`config.mk`:
```
export PLATFORM = sky130hd
export DESIGN_NAME = sleep_cal_wake
export DESIGN_NICKNAME = d
export VERILOG_FILES = /design/src/core/sleep_cal_pkg.sv /design/src/core/lp_clock_divider.sv /design/src/core/sleep_cal_wake.sv
export SDC_FILE = /design/constraint.sdc
export NUM_CORES = 1
export LEC_CHECK = 0
export BUFFER_PORTS_ARGS = -buffer_cell sky130_fd_sc_hd__buf_2
export CELL_PAD_IN_SITES_DETAIL_PLACEMENT = 1
export CELL_PAD_IN_SITES_GLOBAL_PLACEMENT = 2
export CORE_MARGIN = 4
export CORE_UTILIZATION = 38
export DETAILED_ROUTE_END_ITERATION = 6
export GPL_ROUTABILITY_DRIVEN = 1
export PLACE_DENSITY = 0.84
export REMOVE_ABC_BUFFERS = 1
export SYNTH_ARGS = -nofsm -noshare
export SYNTH_HDL_FRONTEND = slang
export SYNTH_SLANG_ARGS = --single-unit
```
`constraint.sdc`:
```
create_clock -name pclk -period 8.3 [get_ports pclk]
set_input_delay 0.415 -clock pclk [delete_from_list [all_inputs] [get_ports pclk]]
set_output_delay 0.415 -clock pclk [all_outputs]
set_load 0.01 [all_outputs]
```
`src/core/sleep_cal_pkg.sv`:
```
package sleep_cal_pkg;

    // ************************************************
    // Register indices (byte address is four times)
    // ************************************************
    localparam logic [9:0] IDX_LP_SOURCE    = 10'h207;
    localparam logic [9:0] IDX_CAL_LOW      = 10'h209;
    localparam logic [9:0] IDX_CAL_MID      = 10'h20A;
    localparam logic [9:0] IDX_CAL_HIGH     = 10'h20B;
    localparam logic [9:0] IDX_RADIO_STATE  = 10'h20F;
    localparam logic [9:0] IDX_STRENGTH     = 10'h210;
    localparam logic [9:0] IDX_CTRL_A       = 10'h211;
    localparam logic [9:0] IDX_CTRL_B       = 10'h220;
    localparam logic [9:0] IDX_WAKE_LOW     = 10'h222;
    localparam logic [9:0] IDX_WAKE_HIGH    = 10'h223;

    // ************************************************
    // Field positions
    // ************************************************
    localparam int CAL_READY_BIT    = 7;
    localparam int CAL_START_BIT    = 4;
    localparam int IRQ_EDGE_BIT     = 1;
    localparam int LP_DISABLE_BIT   = 0;
    localparam int CLOCK_OUTPUT_PIN_DIS_BIT   = 5;
    localparam int RADIO_STATE_LSB  = 5;
    localparam int LP_SOURCE_LSB    = 6;

    // ************************************************
    // Reset values and codes
    // ************************************************
    localparam logic [10:0] WAKE_MATCH_RESET = 11'h00A;
    localparam logic [4:0]  LP_DIV_RESET     = 5'h00;
    localparam logic [1:0]  LP_SRC_INTERNAL  = 2'h2;
    localparam logic [1:0]  LP_SRC_CRYSTAL   = 2'h1;
    localparam logic [4:0]  CAL_PERIODS      = 5'h10;

    // ************************************************
    // Timing
    // ************************************************
    localparam int CLK_PERIOD_NS = 10;
    localparam int TICK_NS       = 50;
    localparam int TICK_CYCLES   = (TICK_NS + CLK_PERIOD_NS - 1) / CLK_PERIOD_NS;

    typedef enum logic [1:0] {
        CAL_IDLE,
        CAL_ALIGN,
        CAL_COUNT
    } cal_state_e;

    // True when an APB byte address selects a register index
    function automatic logic hits(input logic [11:0] addr, input logic [9:0] idx);
        hits = (addr[11:2] == idx);
    endfunction

endpackage

```
`src/core/lp_clock_divider.sv`:
```
`timescale 1ns/1ps
`default_nettype none
module lp_clock_divider
    import sleep_cal_pkg::*;
(
    input  wire logic       pclk,
    input  wire logic       presetn,
    input  wire logic       src_edge,
    input  wire logic [4:0] div_n,
    input  wire logic       stop,
    output logic            lp_tick
);

    logic [31:0] cnt_r;
    logic [31:0] top;

    // Terminal count of a divide by two to the n
    assign top = (32'h1 << div_n) - 32'h1;

    // ************************************************
    // Divider
    // ************************************************
    // Stopped clock also clears the phase, so a restart is clean
    always_ff @(posedge pclk or negedge presetn)
    begin
        if (!presetn)
        begin
            cnt_r   <= 32'h0;
            lp_tick <= 1'b0;
        end
        else if (stop)
        begin
            cnt_r   <= 32'h0;
            lp_tick <= 1'b0;
        end
        else
        begin
            lp_tick <= 1'b0;
            if (src_edge)
            begin
                if (cnt_r >= top)
                begin
                    cnt_r   <= 32'h0;
                    lp_tick <= 1'b1;
                end
                else
                begin
                    cnt_r <= cnt_r + 32'h1;
                end
            end
        end
    end

endmodule
`default_nettype wire

```
`src/core/sleep_cal_wake.sv`:
```
`timescale 1ns/1ps
`default_nettype none

// Operation
// - Writing one to start bit launches calibration; hardware clears the bit.
// - Ready flag goes high once the calibration count is finished.
// - Count sixteen sleep clock periods in 50 ns ticks.
// - Result is 20 bits; top four bits sit in status bits 3..0.
// - Measured period is selected source after the programmed divider.
// - Bits 7..5 of radio state register report the radio state code.
// - Read-only byte presents averaged signal strength.
// - Polarity bit set gives rising interrupt edge, clear gives falling.
// - Sleep clock bit zero keeps clock running, one stops it.
// - Sleep clock divided by two to the 5-bit divider value, reset zero.
// - Compare 11-bit wake match with main counter, signal oscillator wake.
// - Wake match resets to ten; software never programs below one.
// - Source code 10 picks internal oscillator, 01 the crystal.
// - Low sixteen result bits readable at two byte registers, low first.
module sleep_cal_wake
    import sleep_cal_pkg::*;
(
    input  wire logic        pclk,
    input  wire logic        presetn,
    input  wire logic        psel,
    input  wire logic        penable,
    input  wire logic        pwrite,
    input  wire logic [11:0] paddr,
    input  wire logic [31:0] pwdata,
    output logic      [31:0] prdata,
    output logic             pready,
    output logic             pslverr,
    input  wire logic        osc_internal,
    input  wire logic        osc_crystal,
    input  wire logic [2:0]  radio_state_code,
    input  wire logic [7:0]  strength_average,
    input  wire logic [25:0] sleep_main_counter,
    input  wire logic        irq_event,
    output logic             irq_pin,
    output logic             wake_main_osc,
    output logic             clock_output_enable,
    output logic             low_power_clock_run
);

    // ************************************************
    // Register state
    // ************************************************
    logic [1:0]  lp_source_r;
    logic [1:0]  cal_resv_r;
    logic        cal_start_r;
    logic        cal_ready_r;
    logic [19:0] cal_result_r;
    logic        irq_edge_r;
    logic        lp_disable_r;
    logic        clock_output_pin_dis_r;
    logic [4:0]  lp_div_r;
    logic [10:0] wake_match_r;

    // Calibration engine
    cal_state_e  cal_state_r;
    logic [19:0] cal_count_r;
    logic [4:0]  cal_periods_r;
    logic [2:0]  tick_div_r;
    logic        tick50;

    // Source edge detect and divided sleep clock
    logic        osc_int_d_r;
    logic        osc_xtal_d_r;
    logic        src_edge;
    logic        lp_tick;
    logic        wake_hit;
    logic        wake_hit_d_r;

    // Bus decode
    logic        access;
    logic        wr_en;
    logic        mapped;
    logic [7:0]  rd_byte;

    // ************************************************
    // APB slave
    // ************************************************
    // One wait state so read data can come from a flop
    assign access = psel & penable;
    assign wr_en  = access & pready & pwrite;

    // Address decode and read mux
    always_comb
    begin
        mapped  = 1'b1;
        rd_byte = 8'h00;
        if (hits(paddr, IDX_LP_SOURCE))
            rd_byte = {lp_source_r, 6'h00};
        else if (hits(paddr, IDX_CAL_LOW))
            rd_byte = cal_result_r[7:0];
        else if (hits(paddr, IDX_CAL_MID))
            rd_byte = cal_result_r[15:8];
        else if (hits(paddr, IDX_CAL_HIGH))
            rd_byte = {cal_ready_r, cal_resv_r, cal_start_r,
                       cal_result_r[19:16]};
        else if (hits(paddr, IDX_RADIO_STATE))
            rd_byte = {radio_state_code, 5'h00};
        else if (hits(paddr, IDX_STRENGTH))
            rd_byte = strength_average;
        else if (hits(paddr, IDX_CTRL_A))
            rd_byte = {6'h00, irq_edge_r, lp_disable_r};
        else if (hits(paddr, IDX_CTRL_B))
            rd_byte = {2'h0, clock_output_pin_dis_r, lp_div_r};
        else if (hits(paddr, IDX_WAKE_LOW))
            rd_byte = wake_match_r[7:0];
        else if (hits(paddr, IDX_WAKE_HIGH))
            rd_byte = {5'h00, wake_match_r[10:8]};
        else
            mapped = 1'b0;
    end

    // Answer on the second access cycle
    always_ff @(posedge pclk or negedge presetn)
    begin
        if (!presetn)
        begin
            pready  <= 1'b0;
            prdata  <= 32'h0;
            pslverr <= 1'b0;
        end
        else
        begin
            pready  <= access & ~pready;
            pslverr <= access & ~pready & ~mapped;
            if (access & ~pready & ~pwrite)
                prdata <= {24'h0, rd_byte};
        end
    end

    // ************************************************
    // Control registers
    // ************************************************
    // Plain read-write fields
    always_ff @(posedge pclk or negedge presetn)
    begin
        if (!presetn)
        begin
            lp_source_r  <= 2'h0;
            cal_resv_r   <= 2'h0;
            irq_edge_r   <= 1'b0;
            lp_disable_r <= 1'b0;
            clock_output_pin_dis_r <= 1'b0;
            lp_div_r     <= LP_DIV_RESET;
            wake_match_r <= WAKE_MATCH_RESET;
        end
        else if (wr_en)
        begin
            if (hits(paddr, IDX_LP_SOURCE))
                lp_source_r <= pwdata[LP_SOURCE_LSB +: 2];
            if (hits(paddr, IDX_CAL_HIGH))
                cal_resv_r <= pwdata[6:5];
            if (hits(paddr, IDX_CTRL_A))
            begin
                irq_edge_r   <= pwdata[IRQ_EDGE_BIT];
                lp_disable_r <= pwdata[LP_DISABLE_BIT];
            end
            if (hits(paddr, IDX_CTRL_B))
            begin
                clock_output_pin_dis_r <= pwdata[CLOCK_OUTPUT_PIN_DIS_BIT];
                lp_div_r     <= pwdata[4:0];
            end
            if (hits(paddr, IDX_WAKE_LOW))
                wake_match_r[7:0] <= pwdata[7:0];
            if (hits(paddr, IDX_WAKE_HIGH))
                wake_match_r[10:8] <= pwdata[2:0];
        end
    end

    // Start bit lives one cycle, then hardware clears it
    always_ff @(posedge pclk or negedge presetn)
    begin
        if (!presetn)
            cal_start_r <= 1'b0;
        else
            cal_start_r <= wr_en & hits(paddr, IDX_CAL_HIGH)
                           & pwdata[CAL_START_BIT];
    end

    // ************************************************
    // Sleep clock source and divider
    // ************************************************
    // Undefined source codes give no clock at all
    assign src_edge = (lp_source_r == LP_SRC_INTERNAL) ? (osc_internal & ~osc_int_d_r)
                    : (lp_source_r == LP_SRC_CRYSTAL)  ? (osc_crystal & ~osc_xtal_d_r)
                    : 1'b0;

    always_ff @(posedge pclk or negedge presetn)
    begin
        if (!presetn)
        begin
            osc_int_d_r  <= 1'b0;
            osc_xtal_d_r <= 1'b0;
        end
        else
        begin
            osc_int_d_r  <= osc_internal;
            osc_xtal_d_r <= osc_crystal;
        end
    end

    // Divided sleep clock feeds the calibration engine
    lp_clock_divider u_div
    (
        .pclk    (pclk),
        .presetn (presetn),
        .src_edge(src_edge),
        .div_n   (lp_div_r),
        .stop    (lp_disable_r),
        .lp_tick (lp_tick)
    );

    // ************************************************
    // Calibration engine
    // ************************************************
    // 50 ns tick from the main clock
    always_ff @(posedge pclk or negedge presetn)
    begin
        if (!presetn)
            tick_div_r <= 3'h0;
        else if (cal_state_r != CAL_COUNT || tick50)
            tick_div_r <= 3'h0;
        else
            tick_div_r <= tick_div_r + 3'h1;
    end

    assign tick50 = (tick_div_r == 3'(TICK_CYCLES - 1));

    // A start while busy is ignored, so the flag never races itself
    always_ff @(posedge pclk or negedge presetn)
    begin
        if (!presetn)
        begin
            cal_state_r   <= CAL_IDLE;
            cal_count_r   <= 20'h0;
            cal_periods_r <= 5'h0;
            cal_ready_r   <= 1'b0;
            cal_result_r  <= 20'h0;
        end
        else
        begin
            unique case (cal_state_r)
                CAL_IDLE:
                begin
                    if (cal_start_r)
                    begin
                        cal_ready_r <= 1'b0;
                        cal_state_r <= CAL_ALIGN;
                    end
                end
                CAL_ALIGN:
                begin
                    // Wait for a period boundary before counting
                    if (lp_tick)
                    begin
                        cal_count_r   <= 20'h0;
                        cal_periods_r <= 5'h0;
                        cal_state_r   <= CAL_COUNT;
                    end
                end
                CAL_COUNT:
                begin
                    // Saturate rather than wrap on a very slow clock
                    if (tick50 && cal_count_r != 20'hFFFFF)
                        cal_count_r <= cal_count_r + 20'h1;
                    if (lp_tick)
                    begin
                        cal_periods_r <= cal_periods_r + 5'h1;
                        if (cal_periods_r == CAL_PERIODS - 5'h1)
                        begin
                            // A tick on the closing edge still belongs to this run
                            cal_result_r <= (tick50 && cal_count_r != 20'hFFFFF)
                                ? cal_count_r + 20'h1 : cal_count_r;
                            cal_ready_r  <= 1'b1;
                            cal_state_r  <= CAL_IDLE;
                        end
                    end
                end
            endcase
        end
    end

    // ************************************************
    // Wake match and pins
    // ************************************************
    assign wake_hit = (sleep_main_counter[10:0] == wake_match_r);

    // One wake pulse per arrival at the match value
    always_ff @(posedge pclk or negedge presetn)
    begin
        if (!presetn)
        begin
            wake_hit_d_r  <= 1'b0;
            wake_main_osc <= 1'b0;
        end
        else
        begin
            wake_hit_d_r  <= wake_hit;
            wake_main_osc <= wake_hit & ~wake_hit_d_r;
        end
    end

    // Idle level opposite to the active edge
    always_ff @(posedge pclk or negedge presetn)
    begin
        if (!presetn)
        begin
            irq_pin             <= 1'b1;
            clock_output_enable <= 1'b1;
            low_power_clock_run <= 1'b1;
        end
        else
        begin
            irq_pin             <= irq_edge_r ? irq_event : ~irq_event;
            clock_output_enable <= ~clock_output_pin_dis_r;
            low_power_clock_run <= ~lp_disable_r;
        end
    end

endmodule
`default_nettype wire

```
==> reports/qor.csv, run 1 <==
metric,value,unit
violated checks,hold timing,
met2 Track Usage GR,33.7,%
Mapped Cells,943,
Pwr Total,1.60,mW
GR Layer Usage met1,29.0,%
dpl cells,1237,
Tcrit/Tclk final,66.5,%
Synth Flop Type,dfrtp_1,
largest net degree at the start of global routing,68,
Pleak,3.91,nW
Final setup viols,0,
P_int,1.09,mW
TritonCTS buffer count,17,
GRT Util Overall,20.7,%
maximum root-to-sink buffer count,2,
vias in the first global route,7497,
PostCTS Resize Cnt,0,
DRC Markers,0,
clk_skew,10.3,ps
post-CTS setup buffers,0,
DPL Wire Length,17600,um
sequential group share of total power,40.4,%
Total Neg Setup Slack,0,ps
distinct cell type count after synthesis,70,
clock share of power,46.4,%
Async SR Flop Fraction,100,%
Crit Path Class,reg2reg,
die height,155,um
flop-to-flop setup slack,2780,ps
Max transition margin,12.2,%
area of the mapped netlist,8190,um2
final core utilization,43.7,%
first-pass GRT wire length,40400,um
number of synthesized register bits,125,
Synth Warn #,0,
status,finished with violations,
Max-Cap Viols,0,
top-level port count,127,
WHS,-1.59,ps
Avg WL per Cell,19.2,um
initial detailed-routing violation count,316,
row cnt,53,
# nets final,1112,
DRT antenna net count,0,
Critical path origin,lp_div_r[3],
CP Data Required Time,8600,ps
1st-pass router iterations,4,
Skew-Pair Late Insertion Delay,430,ps
unrepaired setup endpoints after global routing,no,
routed via count,7308,
Final Non-Filler Cells,1269,
Worst Hold Class,in2async,
routed vias/inst,5.76,
VDD IR max,0.108,mV
Die W,155,um
port bufs,61,
"commonest non-fill, non-tap cell in the layout",nand2_1,
CTS tree,done,
fillers,2524,
"Hold-fix buffers, CTS",0,
Sw Ratio,32.0,%
"EDFF count, synth",0,
diode count,0,
Worst setup EP type,flop,
Top Usage Layer GRT,met2,
"Slew Viols, Final",0,
sequential area share after synthesis,38.3,%
initial cell density of the core,38.8,%
Worst Path Max Fanout,48,
Avg Inst Size Synth,8.69,um2
Worst R2R Path Depth,15,
GR Layer Usage met3,3.08,%
WL final,24300,um
die area,24000,um2
Combinational Power Share,13.3,%
worst flop-to-flop path endpoint,u_div.cnt_r[0],
Achievable Freq,0.181,GHz
H-Tree Depth,4,
clock sinks,125,
root buffer cell,clkbuf_16,
antenna violations before repair,0,
GRT Residual Overflow,0,
core area,21100,um2
CP arrival,5820,ps
"Hold Vio Cnt, Final",1,
Placer Congestion,0.860,
layout cells sized above 1,14.7,%
area grow syn2layout,12.4,%
Cell Pwr Density,174,nW/um2
crit path time final,5520,ps
Clock Pin Slew Worst Setup and Hold Paths,70,ps
P_sw,513,uW
Critical Path Source Type,flop,
slew of the pin with the lowest slew margin,1310,ps
R2R Path Start,lp_div_r[3],
most frequent cells in the layout,"nand2_1, dfrtp_1, o21ai_0",
## flip-flops by register name, summed over array words and instances, names as in the netlist, 2 cells and up
name           flops
u_div.cnt_r       32
cal_count_r       20
cal_result_r      20
wake_match_r      11
prdata             8
cal_periods_r      5
lp_div_r           5
tick_div_r         3
cal_resv_r         2
cal_state_r        2
lp_source_r        2
## power groups by stage
stage | Sequential (mW) | Combinational, mW | Clock, mW
after floorplan | 0.653 | 0.131 | 0
after global placement | 0.657 | 0.210 | 0
after detailed placement | 0.658 | 0.214 | 0
after CTS | 0.647 | 0.217 | 0.756
after global routing | 0.650 | 0.241 | 0.785
final | 0.647 | 0.213 | 0.743
## stage by stage
step / area (um2) / setup WS [ps] / hold slack (ps)
finish: 9210 / 2780 / -1.59
floorplan: 7910 / 3260 / 119
detailed placement: 8640 / 2810 / 408
global route: 9210 / 2440 / 35.1
global placement: 8640 / 2850 / 402
CTS: 9210 / 2780 / 14.9
## synthesized netlist by cell type, drive strengths merged (7+ instances only)
library cell | number | area share, %
a21oi | 43 | 2.6
a221o | 7 | 0.86
a22o | 8 | 0.86
a22oi | 9 | 0.82
a31oi | 48 | 3.7
a41oi | 8 | 0.86
and2 | 10 | 0.76
and3 | 17 | 1.3
buf | 28 | 2.4
clkbuf | 45 | 2.1
dfrtp | 120 | 37
ha | 42 | 6.4
inv | 30 | 1.4
mux2 | 23 | 3.2
mux2i | 12 | 1.5
nand2 | 126 | 5.8
nand2b | 9 | 0.69
nand3 | 46 | 2.9
nand4 | 25 | 1.9
nor2 | 52 | 2.4
nor3 | 17 | 1.0
nor4 | 12 | 0.92
o211ai | 12 | 1.1
o21ai | 67 | 4.1
o22ai | 9 | 0.69
xnor2 | 21 | 2.2
xor2 | 11 | 1.2
## layer usage
| metal | vias up | share of wire, % |
|---|---|---|
| met5 | - | 0 |
| met4 | 0 | 1.3 |
| met3 | 24 | 2.9 |
| met2 | 106 | 48 |
| met1 | 3658 | 47 |
| li1 | 3520 | - |
## critical path: stages, from the launching register on
cell	delay, ps
dfrtp_1	620
or2_2	490
or4_1	480
ha_1	450
or2_2	420
nor2_1	140
nand3_1	90
a21oi_1	190
a21oi_1	80
ha_1	340
nand4_1	130
or4_1	560
a221o_1	330
a31o_2	530
nand2_1	370
o21ai_0	130
## area by class of cell
type	count	area, um2	share of cell area, %
multi-input combinational	738	4670	50.8
sequential	125	3130	34.0
clock buffer	17	425	4.62
timing repair buffer	69	372	4.04
tap	275	344	3.74
clock inverter	15	145	1.58
inverter	30	113	1.22
## cell families (layout without fill, tap and decap cells)
kind of cell    Yosys count  count (layout)  synth area share, %
simple gates            355             355                 21.6
compound gates          249             249                 19.8
flops                   125             125                 38.3
buf+inv                 103             131                 5.83
fa+ha+maj                42              42                 6.42
mux                      35              35                 4.63
xor+xnor                 32              32                 3.42
other cells               2              25               0.0917
## worst max-delay path by stage
stage	depth (start not counted)	slack, ps	endpoint
after floorplan	13	3260	u_div.cnt_r[5]
after detailed placement	15	2810	u_div.cnt_r[0]
after global routing	15	2440	u_div.cnt_r[0]
final	15	2780	u_div.cnt_r[0]
after CTS	15	2780	u_div.cnt_r[0]
after global placement	15	2850	u_div.cnt_r[5]
No activity file was read; power rests on OpenSTA's default activity.
==> inputs of run 2 (changes only) <==
--- a/config.mk
+++ b/config.mk
@@ -9,10 +9,10 @@
 export CELL_PAD_IN_SITES_DETAIL_PLACEMENT = 1
 export CELL_PAD_IN_SITES_GLOBAL_PLACEMENT = 2
 export CORE_MARGIN = 4
-export CORE_UTILIZATION = 38
+export CORE_UTILIZATION = 35
 export DETAILED_ROUTE_END_ITERATION = 6
 export GPL_ROUTABILITY_DRIVEN = 1
-export PLACE_DENSITY = 0.84
+export PLACE_DENSITY = 0.78
 export REMOVE_ABC_BUFFERS = 1
 export SYNTH_ARGS = -nofsm -noshare
 export SYNTH_HDL_FRONTEND = slang
==> constraint.sdc (replaced) <==
create_clock -name pclk -period 5.1 [get_ports pclk]
set_input_delay 0.255 -clock pclk [delete_from_list [all_inputs] [get_ports pclk]]
set_output_delay 0.255 -clock pclk [all_outputs]
set_load 0.01 [all_outputs]
==> run 2 against run 1 <==
Net effect: the flow now finishes without violations; clock skew is 0.69 ps higher; wire length is 2.9% higher; final area is 1.9% higher; register-to-register slack worse by 2200 ps; total power is 67% higher; die area is 8.1% higher; count of clock-buffer cells in the layout stayed put; global-route usage is 1.3 points lower; worst hold slack better by 32 ps; critical path type unchanged; critical endpoint is now u_div.cnt_r[14]; largest cell class unchanged.
==> reports/qor.csv, run 2 (synthesis gave the netlist of run 1 again) <==
metric,value,unit
CP arrival,4850,ps
crit path time final,4550,ps
"Slew Viols, Final",0,
Worst setup EP type,flop,
crit-path cells,"or2_2, or4_1, ha_1, or2_2, nor2_1, nand3_1, a21oi_1, a21oi_1, ha_1, nand4_1, or4_1, a221o_1, a31o_2, buf_12, a41oi_1, o31ai_1",
status,completed,
Top Registers,"u_div.cnt_r x32, cal_count_r x20, cal_result_r x20",
top-level port count,127,
Critical Path Source Type,flop,
Setup Slack @ Placement,559,ps
Max transition margin,22.3,%
routed via count,7284,
TritonCTS buffer count,17,
Sw Ratio,31.3,%
Final Non-Filler Cells,1317,
root buffer cell,clkbuf_16,
Worst Path Buf+Inv,1,
DRC Markers,0,
CP max stage delay,530,ps
Pleak,3.98,nW
VDD IR max,0.186,mV
initial detailed-routing violation count,300,
clock sinks,125,
area grow syn2layout,14.6,%
GRT Util Overall,19.4,%
"commonest non-fill, non-tap cell in the layout",nand2_1,
1st-pass router iterations,4,
diode count,0,
DRT antenna net count,0,
first-pass GRT wire length,40800,um
P_int,1.84,mW
die height,161,um
die area,25900,um2
DPL Wire Length,18200,um
Avg WL per Cell,19.0,um
largest net degree at the start of global routing,71,
H-Tree Depth,4,
largest register by flop count,u_div.cnt_r,
row cnt,55,
Final setup viols,0,
"Hold Vio Cnt, Final",0,
sequential group share of total power,39.3,%
# nets final,1122,
Total Neg Setup Slack,0,ps
Cell Pwr Density,286,nW/um2
core area,22800,um2
slew of the pin with the lowest slew margin,1160,ps
Clock Pin Slew Worst Setup and Hold Paths,70,ps
Combinational Power Share,13.9,%
slowest CP cell,or4_1,
final core utilization,41.1,%
GRT Residual Overflow,0,
WHS,30.2,ps
Tcrit/Tclk final,89.3,%
Worst Hold Class,in2reg,
initial cell density of the core,35.9,%
clk_skew,11.0,ps
P_sw,839,uW
Placement Cell Area,8770,um2
clock share of power,46.8,%
WL final,25000,um
family with the most delay on the worst path,simple AND/OR/NAND/NOR gates,
Pwr Total,2.68,mW
Die W,161,um
worst setup margin,548,ps
Achievable Freq,0.220,GHz
port bufs,61,
antenna violations before repair,0,
most frequent cells in the layout,"nand2_1, dfrtp_1, o21ai_0",
Max-Cap Viols,0,
max FFs per register,32,
unrepaired setup endpoints after global routing,no,
dpl cells,1283,
maximum root-to-sink buffer count,2,
Worst Path Max Fanout,26,
layout cells sized above 1,15.3,%
PostCTS Resize Cnt,0,
Placer Congestion,0.816,
vias in the first global route,7427,
Skew-Pair Late Insertion Delay,430,ps
Final Cell Area,9390,um2
routed vias/inst,5.53,
Crit Path Class,reg2reg,
CP Data Required Time,5400,ps
CTS tree,done,
==> run 2: what timing repair did <==
item                                    CTS  global route
hold buffers                              2             0
endpoints found under the setup margin    0             0
buffers inserted                          0             0
endpoints found under the hold margin    65             0
==> run 2: layout make-up <==
cell class                      instances  area, um2
Inverter                               30        113
Fill cell                            2716      13500
Multi-Input combinational cell        738       4670
Tap cell                              313        392
Sequential cell                       125       3130
Timing Repair Buffer                   79        477
Clock inverter                         15        171
Clock buffer                           17        425
==> run 2: final timing paths <==
| check | startpoint | to | slack, ps | cells after the start |
|---|---|---|---|---|
| min in group asynchronous | presetn | u_div.cnt_r[6] | 420 | 2 |
| hold / removal | osc_internal | osc_int_d_r | 30 | 1 |
| setup reg to reg | lp_div_r[3] | u_div.cnt_r[14] | 550 | 16 |
| setup / recovery | lp_div_r[3] | u_div.cnt_r[14] | 550 | 16 |
| max in group asynchronous | presetn | cal_count_r[5] | 3490 | 3 |
| hold reg to reg | wake_hit_d_r | wake_main_osc | 400 | 1 |
==> run 2: power by group through the flow <==
stage	logic, mW	registers, mW	clock network [mW]
2_1_floorplan	0.214	1.06	0
3_5_place_dp	0.372	1.07	0
4_1_cts	0.377	1.05	1.29
6_report	0.374	1.05	1.25
5_1_grt	0.420	1.06	1.33
3_3_place_gp	0.362	1.07	0
==> run 2: layer usage <==
| layer | share of wire, % | up-vias | GRT usage (%) |
|---|---|---|---|
| met2 | 48 | 126 | 31.7 |
| met4 | 1.4 | 0 | 4.96 |
| li1 | - | 3548 | - |
| met3 | 3.5 | 22 | 3.16 |
| met1 | 47 | 3588 | 27.0 |
| met5 | 0 | - | 0 |
